--- config.mk ---
export PLATFORM = sky130hd
export DESIGN_NAME = tcu_timer
export DESIGN_NICKNAME = d
export VERILOG_FILES = /design/src/verilog/tcu_pkg.sv /design/src/verilog/tcu_tick_sel.sv /design/src/verilog/tcu_timer.sv
export VERILOG_INCLUDE_DIRS = /design/src /design/src/verilog
export SDC_FILE = /design/constraint.sdc
export NUM_CORES = 1
export LEC_CHECK = 0
export BUFFER_PORTS_ARGS = -buffer_cell sky130_fd_sc_hd__buf_2
export CAP_MARGIN = 20
export CORE_MARGIN = 2
export CORE_UTILIZATION = 54
export DETAILED_ROUTE_END_ITERATION = 8
export PLACE_DENSITY = 0.86
export SETUP_SLACK_MARGIN = 0.2
export SLEW_MARGIN = 25
export SYNTH_ARGS = -nofsm -noshare
export SYNTH_HDL_FRONTEND = slang
export SYNTH_SLANG_ARGS = --single-unit
--- constraint.sdc ---
create_clock -name core_clk -period 2.6 [get_ports core_clk]
set_input_delay 0.26 -clock core_clk [delete_from_list [all_inputs] [get_ports core_clk]]
set_output_delay 0.26 -clock core_clk [all_outputs]
set_load 0.05 [all_outputs]
--- src/verilog/tcu_params.svh ---
// Constants of the 8-bit timer/counter with one compare channel.
// Assumes inclusion by bare name from the package; the design modules use its macros without including it.
`ifndef TCU_PARAMS_SVH
`define TCU_PARAMS_SVH
`define TCU_BOTTOM 8'h00
`define TCU_MAX 8'hFF
`define TCU_CS_STOP 3'h0
`define TCU_CS_DIV1 3'h1
`define TCU_CS_DIV8 3'h2
`define TCU_CS_DIV64 3'h3
`define TCU_CS_DIV256 3'h4
`define TCU_CS_DIV1024 3'h5
`define TCU_CS_EXT_FALL 3'h6
`define TCU_CS_EXT_RISE 3'h7
`define TCU_WGM_NORMAL 2'h0
`define TCU_WGM_PHASE 2'h1
`define TCU_WGM_CTC 2'h2
`define TCU_WGM_FAST 2'h3
`define TCU_COM_NONE 2'h0
`define TCU_COM_TOGGLE 2'h1
`define TCU_COM_CLEAR 2'h2
`define TCU_COM_SET 2'h3
`define TCU_PRE_W 10
`define TCU_PRE_MASK8 10'h007
`define TCU_PRE_MASK64 10'h03F
`define TCU_PRE_MASK256 10'h0FF
`define TCU_PRE_MASK1024 10'h3FF
`define TCU_RST_BYTE 8'h00
`endif

--- src/verilog/tcu_pkg.sv ---
// Types of the 8-bit timer/counter with one compare channel.
// Assumes the constants header is on the include path.
`include "tcu_params.svh"
package tcu_pkg;
	typedef logic [7:0] tcu_byte_t;
	typedef enum logic [1:0] {
		TCU_NORMAL = 2'b00,
		TCU_PHASE = 2'b01,
		TCU_CTC = 2'b10,
		TCU_FAST = 2'b11
	} tcu_mode_e;
	typedef struct packed {
		logic [1:0] compare_output_mode_field;
		logic [1:0] waveform_mode_field;
		logic [2:0] clock_select_field;
	} tcu_ctrl_s;
	typedef struct packed {
		logic overflow_flag;
		logic compare_match_flag;
	} tcu_flags_s;
endpackage

--- src/verilog/tcu_tick_sel.sv ---
// Tick source selection: shared free-running prescaler taps and external input edges.
// Assumes ext_count_input is synchronous to core_clk.
`timescale 1ns/1ps
module tcu_tick_sel
	import tcu_pkg::*;
(
	input wire logic core_clk,
	input wire logic rstn,
	input wire logic [2:0] clock_select_field,
	input wire logic ext_count_input,
	output logic timer_tick
);
	logic [`TCU_PRE_W-1:0] pre_q;
	logic [`TCU_PRE_W-1:0] pre_d;
	logic ext_q;
	logic tick_q;
	logic tick_d;
	wire ext_rise = ext_count_input & ~ext_q;
	wire ext_fall = ~ext_count_input & ext_q;

	// ****************************************
	// Tap decode.
	// ****************************************
	function automatic logic tap_hit(input logic [2:0] cs, input logic [`TCU_PRE_W-1:0] p,
		input logic rise, input logic fall);
		case (cs)
			`TCU_CS_STOP: tap_hit = 1'b0;
			`TCU_CS_DIV1: tap_hit = 1'b1;
			`TCU_CS_DIV8: tap_hit = (p & `TCU_PRE_MASK8) == `TCU_PRE_MASK8;
			`TCU_CS_DIV64: tap_hit = (p & `TCU_PRE_MASK64) == `TCU_PRE_MASK64;
			`TCU_CS_DIV256: tap_hit = (p & `TCU_PRE_MASK256) == `TCU_PRE_MASK256;
			`TCU_CS_DIV1024: tap_hit = p == `TCU_PRE_MASK1024;
			`TCU_CS_EXT_FALL: tap_hit = fall;
			default: tap_hit = rise;
		endcase
	endfunction

	assign pre_d = pre_q + `TCU_PRE_W'(1);
	assign tick_d = tap_hit(clock_select_field, pre_q, ext_rise, ext_fall);
	assign timer_tick = tick_q;

	always_ff @(posedge core_clk or negedge rstn)
	begin
		if (!rstn)
		begin
			pre_q <= '0;
			ext_q <= 1'b0;
			tick_q <= 1'b0;
		end
		else
		begin
			pre_q <= pre_d;
			ext_q <= ext_count_input;
			tick_q <= tick_d;
		end
	end
endmodule

--- src/verilog/tcu_timer.sv ---
// 8-bit timer/counter with one compare channel, control and flags as plain ports.
// Assumes CPU strobes are one-cycle pulses synchronous to core_clk.
`timescale 1ns/1ps
module tcu_timer
	import tcu_pkg::*;
(
	input wire logic core_clk,
	input wire logic rstn,
	input wire logic ctrl_wr,
	input wire tcu_ctrl_s ctrl_wdata,
	input wire logic force_compare_strobe,
	input wire logic counter_wr,
	input wire tcu_byte_t counter_wdata,
	input wire logic compare_wr,
	input wire tcu_byte_t compare_wdata,
	input wire logic flag_wr,
	input wire tcu_flags_s flag_wdata,
	input wire logic overflow_irq_ack,
	input wire logic compare_irq_ack,
	input wire logic overflow_irq_enable,
	input wire logic compare_irq_enable,
	input wire logic global_irq_enable,
	input wire logic ext_count_input,
	output tcu_ctrl_s timer_control_reg,
	output tcu_byte_t counter_value,
	output tcu_byte_t compare_value_reg,
	output tcu_flags_s timer_flag_reg,
	output logic compare_output,
	output logic overflow_irq,
	output logic compare_irq,
	output logic at_bottom,
	output logic at_max
);
	tcu_ctrl_s ctrl_q;
	tcu_byte_t cnt_q;
	tcu_byte_t cnt_d;
	tcu_byte_t ocr_q;
	tcu_byte_t ocr_d;
	tcu_byte_t ocr_buf_q;
	tcu_byte_t ocr_buf_d;
	logic oc_q;
	logic oc_d;
	logic dir_down_q;
	logic dir_down_d;
	logic ovf_q;
	logic ovf_d;
	logic ocf_q;
	logic ocf_d;
	logic match_pend_q;
	logic block_q;
	logic block_d;
	logic bot_q;
	logic max_q;
	logic ovf_irq_q;
	logic ocf_irq_q;
	logic timer_tick;

	// ****************************************
	// Tick source.
	// ****************************************
	tcu_tick_sel u_tick
	(
		.core_clk(core_clk),
		.rstn(rstn),
		.clock_select_field(ctrl_q.clock_select_field),
		.ext_count_input(ext_count_input),
		.timer_tick(timer_tick)
	);

	// ****************************************
	// Mode decode and comparator.
	// ****************************************
	wire tcu_mode_e mode = tcu_mode_e'(ctrl_q.waveform_mode_field);
	wire is_normal = mode == TCU_NORMAL;
	wire is_ctc = mode == TCU_CTC;
	wire is_fast = mode == TCU_FAST;
	wire is_phase = mode == TCU_PHASE;
	wire is_pwm = is_fast | is_phase;
	wire bottom = cnt_q == `TCU_BOTTOM;
	wire maxed = cnt_q == `TCU_MAX;
	wire tcu_byte_t top_val = is_ctc ? ocr_q : `TCU_MAX;
	wire at_top = cnt_q == top_val;
	wire match = cnt_q == ocr_q;
	wire match_ok = match & ~block_q;
	wire [1:0] com = ctrl_q.compare_output_mode_field;

	// The output action of a non-PWM match or a forced match.
	function automatic logic com_action(input logic [1:0] c, input logic cur);
		case (c)
			`TCU_COM_NONE: com_action = cur;
			`TCU_COM_TOGGLE: com_action = ~cur;
			`TCU_COM_CLEAR: com_action = 1'b0;
			default: com_action = 1'b1;
		endcase
	endfunction

	// ****************************************
	// Counter next value.
	// ****************************************
	always_comb
	begin
		cnt_d = cnt_q;
		dir_down_d = dir_down_q;
		if (counter_wr)
			cnt_d = counter_wdata;
		else if (timer_tick)
		begin
			if (is_ctc && at_top)
				cnt_d = `TCU_BOTTOM;
			else if (is_fast && at_top)
				cnt_d = `TCU_BOTTOM;
			else if (is_phase)
			begin
				if (maxed)
					dir_down_d = 1'b1;
				else if (bottom)
					dir_down_d = 1'b0;
				cnt_d = (dir_down_q && !maxed) || (maxed) ? cnt_q - 8'h01 : cnt_q + 8'h01;
				if (bottom)
					cnt_d = cnt_q + 8'h01;
			end
			else
				cnt_d = cnt_q + 8'h01;
		end
	end

	// ****************************************
	// Compare register and buffer.
	// ****************************************
	wire ocr_load = timer_tick & ((is_fast & maxed) | (is_phase & maxed));
	assign ocr_buf_d = (compare_wr && is_pwm) ? compare_wdata : ocr_buf_q;
	always_comb
	begin
		ocr_d = ocr_q;
		if (compare_wr && !is_pwm)
			ocr_d = compare_wdata;
		else if (ocr_load)
			ocr_d = ocr_buf_q;
	end

	// ****************************************
	// Output state.
	// ****************************************
	always_comb
	begin
		oc_d = oc_q;
		if (force_compare_strobe && !is_pwm)
			oc_d = com_action(com, oc_q);
		else if (timer_tick && !is_pwm && match_ok)
			oc_d = com_action(com, oc_q);
		else if (timer_tick && is_fast && com[1])
		begin
			if (match_ok)
				oc_d = ~com[0];
			else if (maxed)
				oc_d = com[0];
		end
		else if (timer_tick && is_phase && com[1] && match_ok)
			oc_d = dir_down_q ? com[0] : ~com[0];
	end

	// ****************************************
	// Flags and blocking.
	// ****************************************
	wire ovf_set = timer_tick & (is_pwm ? (is_fast ? maxed : bottom) : maxed);
	wire ocf_set = timer_tick & match_pend_q;
	wire ovf_clr = overflow_irq_ack | (flag_wr & flag_wdata.overflow_flag);
	wire ocf_clr = compare_irq_ack | (flag_wr & flag_wdata.compare_match_flag);
	assign ovf_d = ovf_set | (ovf_q & ~ovf_clr);
	assign ocf_d = ocf_set | (ocf_q & ~ocf_clr);
	assign block_d = counter_wr | (block_q & ~timer_tick);

	always_ff @(posedge core_clk or negedge rstn)
	begin
		if (!rstn)
		begin
			ctrl_q <= '0;
			cnt_q <= `TCU_RST_BYTE;
			ocr_q <= `TCU_RST_BYTE;
			ocr_buf_q <= `TCU_RST_BYTE;
			oc_q <= 1'b0;
			dir_down_q <= 1'b0;
			ovf_q <= 1'b0;
			ocf_q <= 1'b0;
			match_pend_q <= 1'b0;
			block_q <= 1'b0;
		end
		else
		begin
			if (ctrl_wr)
				ctrl_q <= ctrl_wdata;
			cnt_q <= cnt_d;
			ocr_q <= ocr_d;
			ocr_buf_q <= ocr_buf_d;
			oc_q <= oc_d;
			dir_down_q <= dir_down_d;
			ovf_q <= ovf_d;
			ocf_q <= ocf_d;
			if (timer_tick)
				match_pend_q <= match_ok;
			block_q <= block_d;
		end
	end

	// ****************************************
	// Registered status and requests.
	// ****************************************
	always_ff @(posedge core_clk or negedge rstn)
	begin
		if (!rstn)
		begin
			bot_q <= 1'b0;
			max_q <= 1'b0;
			ovf_irq_q <= 1'b0;
			ocf_irq_q <= 1'b0;
		end
		else
		begin
			bot_q <= cnt_d == `TCU_BOTTOM;
			max_q <= cnt_d == `TCU_MAX;
			ovf_irq_q <= ovf_d & overflow_irq_enable & global_irq_enable;
			ocf_irq_q <= ocf_d & compare_irq_enable & global_irq_enable;
		end
	end

	assign timer_control_reg = ctrl_q;
	assign counter_value = cnt_q;
	assign compare_value_reg = is_pwm ? ocr_buf_q : ocr_q;
	assign timer_flag_reg = {ovf_q, ocf_q};
	assign compare_output = oc_q;
	assign overflow_irq = ovf_irq_q;
	assign compare_irq = ocf_irq_q;
	assign at_bottom = bot_q;
	assign at_max = max_q;
endmodule

==> impl.org <==
** Status
- Run status :: finished, final reports clean

** Synthesis
- The netlist uses 61 different library cells.
- In this run the cell area of the synthesized design comes to between 3000 and 4000 sq um.
- The synthesized design contains 53 register bits.
- Most used DFF post-synth :: sky130_fd_sc_hd__dfrtp_1
- Yosys warning total :: 0
- The cell count after synthesis came out at 288.
- For this run, the register share of the synthesized area comes to 0.441.
- Async SR Flop Fraction :: 1.00
- Post-synth EDFFs :: 0
- The number of nets handed over by synthesis was 331.
- In this run the mean area of a mapped cell was between 10 and 15 sq um.

** Detailed routing
- The count of nets left with antenna violations once routing finished came out at 0.
- Routed wire length on met3 :: approximately 500 um
- The routed design uses ~4000 um of met2 wire.
- Via-to-Cell Ratio :: 5.96
- Router iterations before antenna repair :: 7
- In the final routed layout, each cell accounts on average for ~18 um.
- Iteration-0 DRC Markers :: between 200 and 300
- In the routed design, unresolved DRC markers number 0.
- Routed wire length :: between 8000 and 9000 um
- The highest metal layer carrying signal wires in the routed design is met4.
- Total via count after detailed routing :: 2681
- In the final routing, the length of wire on met1 measures 3290 um.

** STA
- In the finished design, the share of the clock period the worst path needs comes to 0.986.
- The count of final max-slew check failures was 0.
- Timing would allow up to between 0.3 and 0.4 GHz.
- Setup repair after global routing missed its margin :: true
- Worst slew margin relative to its limit :: 0.514
- At the pin with the least slew margin, the transition time is approximately 0.73 ns.
- Setup violations remaining at the end of the flow were counted as 0.
- Post-route setup slack :: about 0.035 ns
- The final-report hold violation count is 0.
- Worst Skew :: ~0.0034 ns
- The worst path in the final design needs a cycle of between 2 and 3 ns, including I/O delays and setup.

** Clocking
- In this run the clock root is driven by a sky130_fd_sc_hd__clkbuf_8.
- Maximum level of the CTS H-tree :: 2
- Counting every sink on the clock net gives between 50 and 60.
- Clock-pin slew was measured on the worst setup and hold paths at roughly 0.1 ns.
- TritonCTS clock tree :: yes
- Clock Tree Buf Depth :: 2
- Clock tree synthesis inserted a total of 5 buffers.
- At the later pin of the worst-skew pair, clock insertion delay measures about 0.31 ns.

** Min path
- Count of cells along the worst hold path :: 1
- Worst hold path endpoint :: u_tick.ext_q$_DFF_PN0_
- Worst hold path class :: input pin to register
- Critical hold path startpoint :: ext_count_input

** Power and ir drop
- For this design the static power due to leakage is approximately 1.7 nW.
- Net switching component of the power :: around 0.95 mW
- Power per unit of standard cell area :: around 630 nW/um^2
- Combinational group share of total power :: 0.347
- Across the VDD grid, the largest voltage drop is roughly 0.54 mV.
- Internal power contribution :: ~1.5 mW
- Of the total power, the share spent switching nets is 0.393.
- The share of total power dissipated in the clock network is 0.220.
- Portion of total power attributed to sequential cells :: 0.433

** Global routing
- Summed over all layers, the global routing overflow is 0.
- Via count of the first global-routing pass :: roughly 2500
- Antenna violations before repair :: 0
- Entering global routing, the biggest net connects 46 pins.
- First-pass GRT wire length :: roughly 12000 um
- Total global routing track utilization :: 0.259

** Finish
- From synthesis to final layout, the design area changed by 27.7%.
- At the end of the flow, the number of nets in the layout was 420.
- Fraction of final layout cells with drive strength greater than 1 :: 0.468
- In the layout the commonest cells are sky130_fd_sc_hd__buf_2 (66), sky130_fd_sc_hd__dfrtp_1 (45), sky130_fd_sc_hd__buf_4 (27).
- Most common library cell in the layout ignoring fill and taps :: sky130_fd_sc_hd__buf_2
- Count of antenna diodes in the layout :: 0
- At the end of the flow the core is filled with cells to 0.705.
- Flip-flop count of the largest register, all copies and words added :: 10
- Ranked by flip-flop count, first place goes to u_tick.pre_q.

** Die
- 68 I/O pins were placed.
- The floorplan has 27 rows.
- Chip height :: 78.6 um
- Initial standard-cell utilization of the core :: 0.552
- The die covers ~6200 sq um.
- Horizontal die dimension :: 78.6 um
- The region available for standard cell placement spans roughly 5400 sq um.

** Placed design
- The HPWL after detailed placement is 5160 um.
- Routability congestion estimate :: 0.943
- Port-buffer cells :: 67
- Worst slack after detailed placement :: -0.0123 ns

** Setup path
- FF-to-FF Start :: counter_value[4]$_DFF_PN0_
- Worst path cell trace :: nand4_4 -> or3_1 -> a21o_1 -> buf_4 -> o31ai_4 -> buf_12 -> o41ai_1 -> a31oi_1 -> nand3_1 -> nor4_2
- On the worst path, the slowest cell contributes a delay of between 0.4 and 0.5 ns.
- Worst r2r dst :: at_bottom$_DFF_PN0_
- On the critical path, the stage with the largest delay is an instance of sky130_fd_sc_hd__dfrtp_2.
- Critical path origin :: counter_value[4]$_DFF_PN0_
- Data arrives at the worst endpoint at between 2 and 3 ns.
- Category of the worst setup path capture point :: register
- R2R cell count :: 10
- Data required time at the worst endpoint :: 2.82 ns
- The worst setup path is launched from a register.
- Setup CP Type :: register to register
- CP Max Fanout :: 9
- Internal reg-to-reg setup slack :: around 0.035 ns

** Job
- Across the run, the number of max-cap violations was 0.
==> power groups by stage <==
| stage | Sequential [mW] | Clock (mW) | Combinational (mW) |
|---|---|---|---|
| 2_1_floorplan | 1.11 | 0 | 0.476 |
| 3_3_place_gp | 1.05 | 0 | 0.722 |
| 3_5_place_dp | 1.06 | 0 | 0.730 |
| 4_1_cts | 1.04 | 0.537 | 0.781 |
| 5_1_grt | 1.06 | 0.577 | 0.896 |
| 6_report | 1.05 | 0.534 | 0.843 |
==> stage by stage <==
step | std cells | cell area, sq um | power (mW) | hold WS (ns) | TNS (ns)
floorplan | 288 | 3050 | 1.59 | -0.0356 | 0
global placement | 420 | 3420 | 1.77 | 0.399 | 0
detailed placement | 420 | 3420 | 1.79 | 0.402 | -0.0225
CTS | 440 | 3650 | 2.36 | 0.0740 | 0
global route | 450 | 3830 | 2.54 | 0.0694 | -0.232
finish | 450 | 3830 | 2.43 | 0.0810 | 0
==> cell type report <==
cell class                 instances  area [sq um]
clock buffer                       7          96.3
clock inverter                     1          8.76
fill                             409          1600
inverter                          21          88.8
multi-input combinational        199          1630
sequential                        53          1340
tap                               72          90.1
timing repair buffer              97           586
==> repair_timing <==
item / CTS / global route
setup buffers: 12 / 9
pin swaps: 4 / 16
hold buffers: 0 / 1
endpoints found under the hold margin: 0 / 44
resized for setup: 10 / 24
endpoints found under the setup margin: 3 / 3
==> how the worst max path moves through the flow <==
stage                                      to  slack [ns]  cells after the start
after detailed placement     at_max$_DFF_PN0_       -0.01                      9
final                     at_bottom$_DFF_PN0_        0.04                     10
after global routing         at_max$_DFF_PN0_       -0.13                      9
after CTS                    at_max$_DFF_PN0_        0.19                      9
after floorplan           at_bottom$_DFF_PN0_        0.16                      9
after global placement    at_bottom$_DFF_PN0_        0.07                      8
==> cells in the mapped netlist (3+ instances only) <==
library cell / n / area (sq um)
sky130_fd_sc_hd__mux2i_1: 13 / 130
sky130_fd_sc_hd__nand3_1: 9 / 45.0
sky130_fd_sc_hd__buf_4: 3 / 22.5
sky130_fd_sc_hd__nand2_1: 20 / 75.1
sky130_fd_sc_hd__xnor2_1: 5 / 43.8
sky130_fd_sc_hd__mux2_2: 22 / 248
sky130_fd_sc_hd__clkbuf_1: 3 / 11.3
sky130_fd_sc_hd__inv_1: 19 / 71.3
sky130_fd_sc_hd__and3_1: 6 / 37.5
sky130_fd_sc_hd__xor2_1: 3 / 26.3
sky130_fd_sc_hd__ha_1: 5 / 62.6
sky130_fd_sc_hd__buf_6: 5 / 56.3
sky130_fd_sc_hd__a221oi_2: 3 / 45.0
sky130_fd_sc_hd__nor2b_1: 10 / 62.6
sky130_fd_sc_hd__nor2_1: 18 / 67.6
sky130_fd_sc_hd__a21o_1: 3 / 22.5
sky130_fd_sc_hd__nand2b_1: 5 / 31.3
sky130_fd_sc_hd__o21ai_0: 11 / 55.1
sky130_fd_sc_hd__dfrtp_1: 53 / 1330
sky130_fd_sc_hd__a21oi_1: 15 / 75.1
sky130_fd_sc_hd__nor3_1: 6 / 30.0
==> layer usage <==
| metal | up-vias | track usage |
|---|---|---|
| met1 | 1316 | 0.329 |
| met3 | 27 | 0.0563 |
| met5 | - | 0 |
| met4 | 0 | 0.0842 |
| met2 | 123 | 0.438 |
| li1 | 1215 | - |
==> critical path, delay by kind of cell, from the launching register on <==
family / cells / cell delay (ns)
simple gates: 4 / 0.90
compound gates: 4 / 0.78
flops: 1 / 0.47
buf+inv: 2 / 0.31
==> cell families (layout without fill, tap and decap cells) <==
group / count (synthesis) / after routing / synth area share
XOR/XNOR: 8 / 8 / 0.0233
AO/OA/AOI/OAI: 57 / 57 / 0.143
buffers and inverters: 36 / 126 / 0.0712
multiplexers: 37 / 37 / 0.133
flip-flops: 53 / 53 / 0.441
AND/OR/NAND/NOR: 92 / 92 / 0.167
adder cells (fa/ha/maj): 5 / 5 / 0.0208
No activity file was read; power rests on OpenSTA's default activity.
